### src/common/tsr_pkg.sv
// constants and carrier types for the temperature sensor serial register block
package tsr_pkg;

  // ===========================================================
  // serial word framing
  localparam int          WORD_BITS   = 16;
  localparam logic [3:0]  LAST_BIT    = 4'hf;
  localparam logic [3:0]  DRIVE_BITS  = 4'he;
  localparam logic [3:0]  MIN_WR_BITS = 4'h8;

  // ===========================================================
  // mode control
  localparam logic [7:0]  SHUT_CODE   = 8'hff;
  localparam logic [15:0] MODE_RESET  = 16'h0000;

  // ===========================================================
  // temperature result
  localparam int          RESULT_BITS  = 13;
  localparam logic [12:0] RESULT_RESET = 13'h1fe0;
  localparam logic [1:0]  UNDEF_FILL   = 2'h0;
  localparam logic [7:0]  ID_LOW_FILL  = 8'h00;

  // ===========================================================
  // timing
  localparam int CLK_HZ       = 10000000;
  localparam int CONV_TIME_MS = 300;
  localparam int CONV_CYC     = CONV_TIME_MS * (CLK_HZ / 1000);

  // ===========================================================
  // carriers
  typedef struct packed {
    logic cs_n;
    logic sck;
    logic sio;
  } tsr_pins_t;

  typedef struct packed {
    logic [12:0] result;
    logic        done;
    logic [1:0]  undef;
  } tsr_temp_t;

  typedef struct packed {
    logic [7:0] maker;
    logic [7:0] zero;
  } tsr_id_t;

  typedef enum logic [1:0] {
    ST_IDLE,
    ST_READ,
    ST_WRITE
  } tsr_state_t;

endpackage

### src/logic/tsr_top.sv
// serial register interface of the temperature sensor, device side
// Behaviour
// - identification word is presented only while the device is in shutdown
// - after identification, a write of 8 to 16 zero bits restores conversion
// - about 300 ms pass between a conversion and its data being available
// - mode register is written only over the link and never read back
// - temperature and identification words are read-only; writes never change them
// - shutdown when mode low byte is all ones, else continuous conversion
// - after reset conversion runs and mode low byte is zero
// - serial interface keeps working during shutdown
// - temperature word holds 13-bit signed result in bits 15 to 3
// - temperature bits 1 and 0 are undefined and shifted with data line released
// - bit 2 reads zero until the first conversion completes, then one
// - identification: maker code in 15 to 8, zeros in 7 to 2, 1 to 0 released
// - upper byte of a mode write is ignored
// - clock edges ignored while select high; falling select starts, rising ends
// - first bit driven at select fall, later bits on clock fall, sampled on rise
// - data line released after 14 meaningful bits
// - first 16 clocks carry temperature out, next 16 carry mode word in
`timescale 1ns/100ps

module tsr_top
  import tsr_pkg::*;
#(
  parameter int         CONV_CYCLES = CONV_CYC,
  // arbitrary maker code, neutral value
  parameter logic [7:0] MAKER_CODE  = 8'h3c
) (
  // clock and reset
  input  wire logic              CLK_I,
  input  wire logic              RST_I,
  // serial link pins
  input  wire logic              CS_N_I,
  input  wire logic              SCK_I,
  input  wire logic              SIO_I,
  output logic                   SIO_O,
  output logic                   SIO_OE_O,
  // converter side
  input  wire logic [12:0]       TEMP_SAMPLE_I,
  // status
  output logic                   SHUTDOWN_O,
  output logic                   FIRST_DONE_O
);

  localparam int CW = $clog2(CONV_CYCLES + 1);

  // ===========================================================
  // helpers
  // only the low byte selects the mode
  function automatic logic is_shut(input logic [15:0] w);
    is_shut = (w[7:0] == SHUT_CODE);
  endfunction

  // ===========================================================
  // declarations
  tsr_pins_t   pin_s1;
  tsr_pins_t   pin_s2;
  tsr_pins_t   pin_s3;
  tsr_state_t  state;
  logic [3:0]  bit_cnt;
  logic [3:0]  out_idx;
  logic        pre;
  logic [15:0] rd_word;
  logic        rd_is_id;
  logic [15:0] wr_sh;
  logic [15:0] mode;
  logic [12:0] temp_reg;
  logic        first_done;
  logic [CW-1:0] conv_cnt;
  logic        conv_tick;
  logic        shutdown;
  logic        cs_fall;
  logic        cs_rise;
  logic        sck_rise;
  logic        sck_fall;
  logic        link_on;
  logic [15:0] next_mode;
  tsr_temp_t   temp_word;
  tsr_id_t     id_word;

  // ===========================================================
  // pin synchronisers
  // stage one feeds stage two only
  always_ff @(posedge CLK_I) begin
    if (RST_I) begin
      pin_s1 <= '{cs_n: 1'b1, sck: 1'b0, sio: 1'b0};
      pin_s2 <= '{cs_n: 1'b1, sck: 1'b0, sio: 1'b0};
      pin_s3 <= '{cs_n: 1'b1, sck: 1'b0, sio: 1'b0};
    end else begin
      pin_s1 <= '{cs_n: CS_N_I, sck: SCK_I, sio: SIO_I};
      pin_s2 <= pin_s1;
      pin_s3 <= pin_s2;
    end
  end

  // ===========================================================
  // edge detection
  assign link_on  = !pin_s2.cs_n && (state != ST_IDLE);
  assign cs_fall  = pin_s3.cs_n && !pin_s2.cs_n;
  assign cs_rise  = !pin_s3.cs_n && pin_s2.cs_n;
  assign sck_rise = link_on && !pin_s3.sck && pin_s2.sck;
  assign sck_fall = link_on && pin_s3.sck && !pin_s2.sck;

  // ===========================================================
  // readable words, never written by the link
  assign temp_word = '{result: temp_reg, done: first_done, undef: UNDEF_FILL};
  assign id_word   = '{maker: MAKER_CODE, zero: ID_LOW_FILL};
  assign next_mode = {wr_sh[14:0], pin_s2.sio};
  assign shutdown  = is_shut(mode);

  // ===========================================================
  // transaction sequencer
  always_ff @(posedge CLK_I) begin
    if (RST_I) begin
      state    <= ST_IDLE;
      bit_cnt  <= 4'h0;
      out_idx  <= 4'h0;
      pre      <= 1'b0;
      rd_word  <= 16'h0000;
      rd_is_id <= 1'b0;
      wr_sh    <= 16'h0000;
    end else if (pin_s2.cs_n) begin
      state    <= ST_IDLE;
      bit_cnt  <= 4'h0;
      pre      <= 1'b0;
    end else if (cs_fall) begin
      // first word of a transaction is always the temperature
      state    <= ST_READ;
      bit_cnt  <= 4'h0;
      out_idx  <= 4'h0;
      pre      <= 1'b0;
      rd_word  <= temp_word;
      rd_is_id <= 1'b0;
    end else begin
      case (state)
        ST_READ: begin
          if (sck_rise) begin
            if (bit_cnt == LAST_BIT) begin
              state   <= ST_WRITE;
              bit_cnt <= 4'h0;
            end else begin
              bit_cnt <= bit_cnt + 4'h1;
            end
          end
          if (sck_fall) begin
            if (pre) begin
              pre <= 1'b0;
            end else if (out_idx != LAST_BIT) begin
              out_idx <= out_idx + 4'h1;
            end
          end
        end
        ST_WRITE: begin
          if (sck_rise) begin
            wr_sh <= next_mode;
            if (bit_cnt == LAST_BIT) begin
              // next read sees the mode just written
              state    <= ST_READ;
              bit_cnt  <= 4'h0;
              out_idx  <= 4'h0;
              pre      <= 1'b1;
              rd_is_id <= is_shut(next_mode);
              rd_word  <= is_shut(next_mode) ? 16'(id_word) : 16'(temp_word);
            end else begin
              bit_cnt <= bit_cnt + 4'h1;
            end
          end
        end
        default: begin
          state <= ST_IDLE;
        end
      endcase
    end
  end

  // ===========================================================
  // mode control register, write only
  // no read path exists; upper byte stored but unused
  always_ff @(posedge CLK_I) begin
    if (RST_I) begin
      mode <= MODE_RESET;
    end else if (state == ST_WRITE && sck_rise && !pin_s2.cs_n && bit_cnt == LAST_BIT) begin
      mode <= next_mode;
    end else if (cs_rise && state == ST_WRITE && bit_cnt >= MIN_WR_BITS) begin
      // short write: last eight bits form the low byte
      mode <= wr_sh;
    end
  end

  // ===========================================================
  // conversion timing
  // restarting the count on wake keeps data age near one period
  assign conv_tick = !shutdown && (conv_cnt == CW'(CONV_CYCLES - 1));

  always_ff @(posedge CLK_I) begin
    if (RST_I) begin
      conv_cnt <= '0;
    end else if (shutdown || conv_tick) begin
      conv_cnt <= '0;
    end else begin
      conv_cnt <= conv_cnt + CW'(1);
    end
  end

  // the output word is refreshed even mid-transaction; loaded copy stays
  always_ff @(posedge CLK_I) begin
    if (RST_I) begin
      temp_reg <= RESULT_RESET;
    end else if (conv_tick) begin
      temp_reg <= TEMP_SAMPLE_I;
    end
  end

  always_ff @(posedge CLK_I) begin
    if (RST_I) begin
      first_done <= 1'b0;
    end else if (conv_tick) begin
      first_done <= 1'b1;
    end
  end

  // ===========================================================
  // pin and status outputs
  // one cycle behind the sequencer, well inside a half clock period
  always_ff @(posedge CLK_I) begin
    if (RST_I) begin
      SIO_O    <= 1'b0;
      SIO_OE_O <= 1'b0;
    end else begin
      SIO_O    <= rd_word[4'(WORD_BITS - 1) - out_idx];
      SIO_OE_O <= (state == ST_READ) && !pin_s2.cs_n && !pre
                  && (out_idx < DRIVE_BITS);
    end
  end

  always_ff @(posedge CLK_I) begin
    if (RST_I) begin
      SHUTDOWN_O   <= 1'b0;
      FIRST_DONE_O <= 1'b0;
    end else begin
      SHUTDOWN_O   <= shutdown;
      FIRST_DONE_O <= first_done;
    end
  end

  // ===========================================================
  // checks
  id_shut_a: assert property (@(posedge CLK_I) disable iff (RST_I)
    (state == ST_READ && rd_is_id) |-> shutdown)
    else $error("id word presented outside shutdown");

  release_tail_a: assert property (@(posedge CLK_I) disable iff (RST_I)
    (state == ST_READ && out_idx >= DRIVE_BITS) |=> !SIO_OE_O)
    else $error("data line driven past meaningful bits");

  first_bit_a: assert property (@(posedge CLK_I) disable iff (RST_I)
    (cs_fall && pin_s2.cs_n == 1'b0) ##1 !pin_s2.cs_n
    |=> SIO_OE_O && SIO_O == rd_word[WORD_BITS-1])
    else $error("first bit not driven after select fall");

  temp_layout_a: assert property (@(posedge CLK_I) disable iff (RST_I)
    cs_fall |=> rd_word == {$past(temp_reg), $past(first_done), UNDEF_FILL})
    else $error("temperature word layout wrong");

  shut_decode_a: assert property (@(posedge CLK_I) disable iff (RST_I)
    (mode[7:0] == SHUT_CODE) [*2] |-> SHUTDOWN_O)
    else $error("shutdown not reported for all-ones low byte");

  conv_stop_a: assert property (@(posedge CLK_I) disable iff (RST_I)
    shutdown |=> $stable(temp_reg) && conv_cnt == '0)
    else $error("conversion ran during shutdown");

  flag_rise_a: assert property (@(posedge CLK_I) disable iff (RST_I)
    $rose(first_done) |-> $past(conv_tick))
    else $error("first-done flag set without conversion");

  mode_short_a: assert property (@(posedge CLK_I) disable iff (RST_I)
    (cs_rise && state == ST_WRITE && bit_cnt < MIN_WR_BITS) |=> $stable(mode))
    else $error("short write changed mode");

  mode_apply_a: assert property (@(posedge CLK_I) disable iff (RST_I)
    (cs_rise && state == ST_WRITE && bit_cnt >= MIN_WR_BITS) |=> mode == $past(wr_sh))
    else $error("mode not applied at select rise");

  word_turn_a: assert property (@(posedge CLK_I) disable iff (RST_I)
    (state == ST_READ && sck_rise && !pin_s2.cs_n && bit_cnt == LAST_BIT)
    |=> state == ST_WRITE && bit_cnt == 4'h0)
    else $error("read word did not turn to write after 16 bits");

  idle_hold_a: assert property (@(posedge CLK_I) disable iff (RST_I)
    pin_s2.cs_n [*2] |-> state == ST_IDLE && !SIO_OE_O)
    else $error("activity while select high");

endmodule

### config.mk
export PLATFORM = sky130hd
export DESIGN_NAME = tsr_top
export DESIGN_NICKNAME = d
export VERILOG_FILES = /design/src/common/tsr_pkg.sv /design/src/logic/tsr_top.sv
export SDC_FILE = /design/constraint.sdc
export NUM_CORES = 1
export LEC_CHECK = 0
export ABC_AREA = 0
export BUFFER_PORTS_ARGS = -buffer_cell sky130_fd_sc_hd__buf_2
export CAP_MARGIN = 20
export CORE_ASPECT_RATIO = 1.5
export CORE_UTILIZATION = 62
export CTS_CLUSTER_DIAMETER = 40
export DETAILED_ROUTE_END_ITERATION = 16
export HOLD_SLACK_MARGIN = 0.05
export PLACE_DENSITY = 0.84
export RECOVER_POWER = 100
export SETUP_SLACK_MARGIN = 0.2
export SLEW_MARGIN = 25
export SYNTH_ARGS = -nofsm -noshare
export SYNTH_HDL_FRONTEND = slang
export SYNTH_SLANG_ARGS = --single-unit
### constraint.sdc
create_clock -name CLK_I -period 3.25 [get_ports CLK_I]
set_clock_uncertainty 0.1 [all_clocks]
set_input_delay 0.325 -clock CLK_I [delete_from_list [all_inputs] [get_ports CLK_I]]
set_output_delay 0.325 -clock CLK_I [all_outputs]
set_load 0.01 [all_outputs]
# ---- After elaboration in Yosys (flattened, before gate mapping)
# Index checks and enable logic that the tools add are counted.
dict set report totals {
  register_bits 91
  in_bits 18
  output_inout_bits 4
  elab_cells 119
}
dict set report op_classes {
  addsub 4
  n_lt_le_gt_ge 3
  eq_ne 19
  n_mux 27
  bitwise 2
  n_reduce_logical 41
}
# op count
set ops {}
lappend ops {{two-way mux 16 bit} 5}
lappend ops {{two-way mux 4 bit} 7}
lappend ops {{adder 22 x 1 -> 22 bit (second input constant)} 1}
lappend ops {{equality test 22 bit (second input constant)} 1}
lappend ops {{inequality test 3 bit (second input constant)} 7}
lappend ops {{AND reduction 4 bit} 5}
lappend ops {{equality test 8 bit (second input constant)} 2}
lappend ops {{logical AND 1 bit} 16}
lappend ops {{two-way mux 8 bit} 2}
lappend ops {{nonzero test 2 bit} 6}
lappend ops {{inequality test 2 bit (second input constant)} 5}
lappend ops {{adder 4 x 1 -> 4 bit (second input constant)} 2}
lappend ops {{two-way mux 2 bit} 4}
lappend ops {{one-hot mux 4 bit (2 select lines)} 1}
lappend ops {{AND reduction 7 bit} 1}
lappend ops {{logical NOT 1 bit} 6}
lappend ops {{OR reduction 2 bit} 3}
lappend ops {{less-than comparator 4 x 5 -> 1 bit (second input constant)} 1}
lappend ops {{two-way mux 1 bit} 5}
lappend ops {{binary-select mux 1 bit (select 4 bit)} 1}
lappend ops {{equality test 4 bit (second input constant)} 1}
lappend ops {{greater-or-equal comparator 4 bit (second input constant)} 1}
lappend ops {{less-than comparator 4 bit (second input constant)} 1}
lappend ops {{inequality test 4 bit (second input constant)} 1}
lappend ops {{other kinds (10)} 11}

# ---- Logic depth before layout (Yosys ltp)
dict set report logic_depth {
  word_depth 8
  mapped_depth 8
  ltp_nobuf 6
}

# ---- Worst setup path after synthesis
# Ideal clock, no wire load.
dict set report synth_path {
  kind {register -> register}
  start {register state[0]}
  end {register out_idx[3]}
  setup_time_ps 136
  arrival_time_ps 1884
  t_required_ps 3014
  setup_slack_ps 1130
  stages_incl_launch_ff 7
  synth_period_minus_slack_ps 2120
  path_cell_list {dfxtp_1 > inv_1 > ha_1 > or4b_4 > o311a_4 > o311ai_1 > o311ai_1}
}
dict set report synth_between {
  elab_chain_cells 6
}
# item line_no
set synth_lines {}
lappend synth_lines {{start, declared} tsr_top.sv:59} ;# tsr_state_t state;
lappend synth_lines {{start signal, assigned} tsr_top.sv:115} ;# state <= ST_IDLE;
lappend synth_lines {{start signal, assigned} tsr_top.sv:123} ;# state <= ST_IDLE;
lappend synth_lines {{start signal, assigned} tsr_top.sv:128} ;# state <= ST_READ;
lappend synth_lines {{nonzero test 2 bit} tsr_top.sv:98} ;# assign link_on = !pin_s2.cs_n && (state != ST_IDLE);
lappend synth_lines {{logical AND 1 bit} tsr_top.sv:98}
lappend synth_lines {{logical AND 1 bit (on tied branches) (2 in series)} {tsr_top.sv:102, tsr_top.sv:101}}
lappend synth_lines {{inequality test 3 bit (no source line)} --}
lappend synth_lines {{AND reduction 7 bit (no source line)} --}
lappend synth_lines {{end signal, assigned} tsr_top.sv:149} ;# out_idx <= out_idx + 4'h1;
lappend synth_lines {{end, declared} tsr_top.sv:61} ;# logic [3:0] out_idx;
# Several ways; a longest one is shown, not always the timed one.
# A chain may end at the register's enable or synchronous reset.

# ---- Final worst setup path
dict set report layout_path {
  start {register state[0]}
  end {register wr_sh[6]}
}
dict set report layout_between {
  elab_chain_cells 5
}
# item line_no
set layout_lines {}
lappend layout_lines {{nonzero test 2 bit} tsr_top.sv:98}
lappend layout_lines {{logical AND 1 bit} tsr_top.sv:98}
lappend layout_lines {{logical AND 1 bit (2 in series)} tsr_top.sv:101} ;# assign sck_rise = link_on && !pin_s3.sck && pin_s2.sck;
lappend layout_lines {{AND reduction 4 bit (no source line) (*)} --}
lappend layout_lines {{end signal, assigned} tsr_top.sv:155} ;# wr_sh <= next_mode;
lappend layout_lines {{end, declared} tsr_top.sv:65} ;# logic [15:0] wr_sh;
# Mark *: on every way between the ends. The rest lies on a longest branch, timed or not.

==> metrics.md <==
| Metric | Value |
|---|---|
| Run status | `finished, final reports clean` |
| Avg Cell Area, Syn | `9.13 um^2` |
| I/O pin total | `22` |
| GRT Total Usage | `between 20% and 30%` |
| 1st-iter DRT viols | `180` |
| Worst r2r src | `state[0]` |
| Clock slew at reported path FFs | `90 ps` |
| Commonest cells after routing, fill and taps aside | `89 x dfxtp_1, 57 x nor2_1, 29 x a21oi_1` |
| Cell area power density | `~470 mW/mm^2` |
| Core ar. | `just over 0.006 mm^2` |
| CP top delay family | `simple AND/OR/NAND/NOR gates` |
| Minimum clock period | `roughly 2700 ps` |
| Vias | `3,074` |
| FILL cells | `480` |
| Nets | `~470` |
| Register area share after synthesis | `approximately 46%` |
| FF+latch count, synth | `89` |
| Root Driver | `clkbuf_8` |
| Number of enable flip-flop cells after synthesis | `0` |
| Starting density of the core | `between 60% and 70%` |
| Overall Power | `approximately 2 mW` |
| R2R setup slack | `560 ps` |
| Row Count | `35` |
| Register area | `~0.0018 mm^2` |
| Layout cells sized above 1 | `11.0%` |
| DRC | `0` |
| Top FF cell, synth | `dfxtp_1` |
| Worst R2R Path Depth | `8` |
| Antenna diodes | `0` |
| Final hold slack | `about 80 ps` |
| Slew headroom | `under 10%` |
| Leakage | `~1.5 nW` |
| TritonCTS Buffers | `9` |
| Final WL | `roughly 7600 um` |
| Worst setup SP type | `register` |
| Synthesized area | `a little under 0.004 mm^2` |
| Area grow syn2layout | `8.39%` |
| Post-synth net total | `between 400 and 500` |
| Post-Synthesis Cells | `~430` |
| Final Hold Fails | `0` |
| RSZ-0062 raised after global routing | `false` |
| DR pass1 iterations | `5` |
| Crit path max fanout | `8` |
| CP startpoint | `state[0]` |
| Crit-path cells | `inv_1 -> ha_1 -> nor4b_1 -> buf_4 -> nor4b_1 -> buf_4 -> mux2i_1 -> nor2_1` |
| Setup crit end | `wr_sh[6]` |
| Die span in x | `approximately 67 um` |
| Initial antenna violation count | `0` |
| Avg Vias per Cell | `between 5 and 6` |
| Max Buffers Root-to-Sink | `2` |
| Max incr delay on CP | `roughly 740 ps` |
| HP Class | `input pin to register` |
| Commonest non-fill, non-tap cell in the layout | `dfxtp_1` |
| CTS sink cnt | `89` |
| Critical Path Sink Type | `register` |
| ANT nets after route | `0` |
| Crit Path Class | `register to register` |
| Die outline height | `99.2 um` |
| Synth unique cells | `between 40 and 50` |
| Syn. warnings | `0` |
| Slowest CP cell | `nor4b_1` |
| Slew Limit Fails | `0` |
| Share of synthesized registers carrying an async set or reset | `0%` |
| HPWL after DPL | `about 5300 um` |
| Largest register FFs | `22` |
| H-tree depth | `3` |
| Slew @ Worst Pin | `about 1400 ps` |
| Worst vdd ir | `between 0.3 and 0.4 mV` |
| IO buf count | `21` |
| CP bufs+invs | `3` |
| Final GP Congestion | `around 0.90` |
| WL/cell | `14.6 um` |
| First-pass GRT wire length | `between 10,000 and 15,000 um` |
| Max cap viols | `0` |
| Arr. time, crit path | `about 2800 ps` |
| Period utilisation layout | `between 80% and 90%` |
| Data required, critical path | `3330 ps` |
| Clk_lat worst skew | `approximately 350 ps` |
| Pin count of the biggest net entering global routing | `34` |
| Setup total negative slack | `0 ps` |
| Die footprint | `between 0.006 and 0.007 mm^2` |
| Critical path depth in cells | `8` |
| Setup violation total in the final timing report | `0` |
| Maximum clock rate | `372 MHz` |
| Number of global-route vias before repair | `around 3,000` |
| GRT Residual Overflow | `0` |
| CTS tree | `built` |
| Multi-input gate area | `~0.0020 mm^2` |
| R2R Path End | `wr_sh[6]` |
-- per-layer routing --
layer / global-route usage, % / routed length, um
met5: 0 / 0
met4: 11.6 / 112
met3: 4.59 / 182
met2: 42.3 / 3880
met1: 31.4 / 3380
-- where the power goes --
| group | switching [mW] | internal, mW | total [mW] | leakage [nW] |
|---|---|---|---|---|
| Sequential | 0.0109 | 1.10 | 1.11 | 0.720 |
| Combinational | 0.0365 | 0.0252 | 0.0617 | 0.670 |
| Clock | 0.387 | 0.438 | 0.825 | 0.107 |
-- stage by stage --
stage | util (%) | std cells | worst slack [ps] | instance area, um^2
2_1_floorplan | - | 428 | 1130 | 3910
3_3_place_gp | 65.8 | 502 | 1050 | 4040
3_5_place_dp | 65.8 | 502 | 959 | 4040
4_1_cts | 69.5 | 519 | 937 | 4260
5_1_grt | 69.1 | 519 | 380 | 4240
6_report | 69.1 | 519 | 563 | 4240
-- synthesized netlist by cell type (3+ instances only) --
cell	instances	area share, %
dfxtp_1	89	46
nand3_1	12	1.5
xor2_1	4	0.90
nor3_1	6	0.77
nor4_1	3	0.48
o221a_2	4	1.2
xnor2_1	9	2.0
a21oi_1	29	3.7
nor2b_1	9	1.4
nand2_1	24	2.3
mux2i_1	26	6.7
o311ai_1	5	1.1
or3_1	4	0.64
or4_1	4	0.77
and4_1	3	0.67
o21ai_0	22	2.8
clkbuf_1	16	1.5
buf_2	8	1.0
ha_1	7	2.2
nor4b_1	3	0.67
inv_1	14	1.3
and3_1	6	0.96
a211oi_1	12	2.3
or2_2	3	0.48
mux4_2	3	1.7
o31ai_1	4	0.77
nand4_1	15	2.4
nor2_1	57	5.5
-- cell families (layout without fill, tap and decap cells) --
group	after synthesis	count (layout)	synth area share, %
and+or+nand+nor	163	163	22.1
adders and majority gates	7	7	2.24
xor gates and xnor gates	13	13	2.91
muxes	29	29	8.39
DFF	89	89	45.6
AOI/OAI and AO/OA	88	88	14.7
buffers and inverters	39	56	4.10
-- layout make-up --
| cell class | count | share of cell area (%) |
|---|---|---|
| timing repair buffer | 26 | 3.10 |
| multi-input combinational | 300 | 46.3 |
| inverter | 14 | 1.24 |
| clock buffer | 10 | 3.01 |
| tap | 74 | 2.19 |
| sequential | 89 | 42.1 |
| clock inverter | 6 | 2.13 |
-- worst min-delay path by stage --
stage | start | slack (ps) | depth (start not counted) | to
6_report | SCK_I | 80 | 2 | pin_s1[1]
5_1_grt | SIO_I | 70 | 2 | pin_s1[0]
3_5_place_dp | pin_s1[2] | 320 | 1 | pin_s2[2]
3_3_place_gp | pin_s1[0] | 320 | 1 | next_mode[0]
4_1_cts | SCK_I | 70 | 2 | pin_s1[1]
2_1_floorplan | pin_s1[2] | 290 | 1 | pin_s2[2]
-- what timing repair did --
item / in CTS / in global routing
setup endpoints to repair: 0 / 0
setup buffers: 0 / 0
hold endpoints to repair: 1 / 0
gates resized for setup: 0 / 0
hold buffers: 1 / 0
Note: power is estimated with default switching activity, not from simulation.
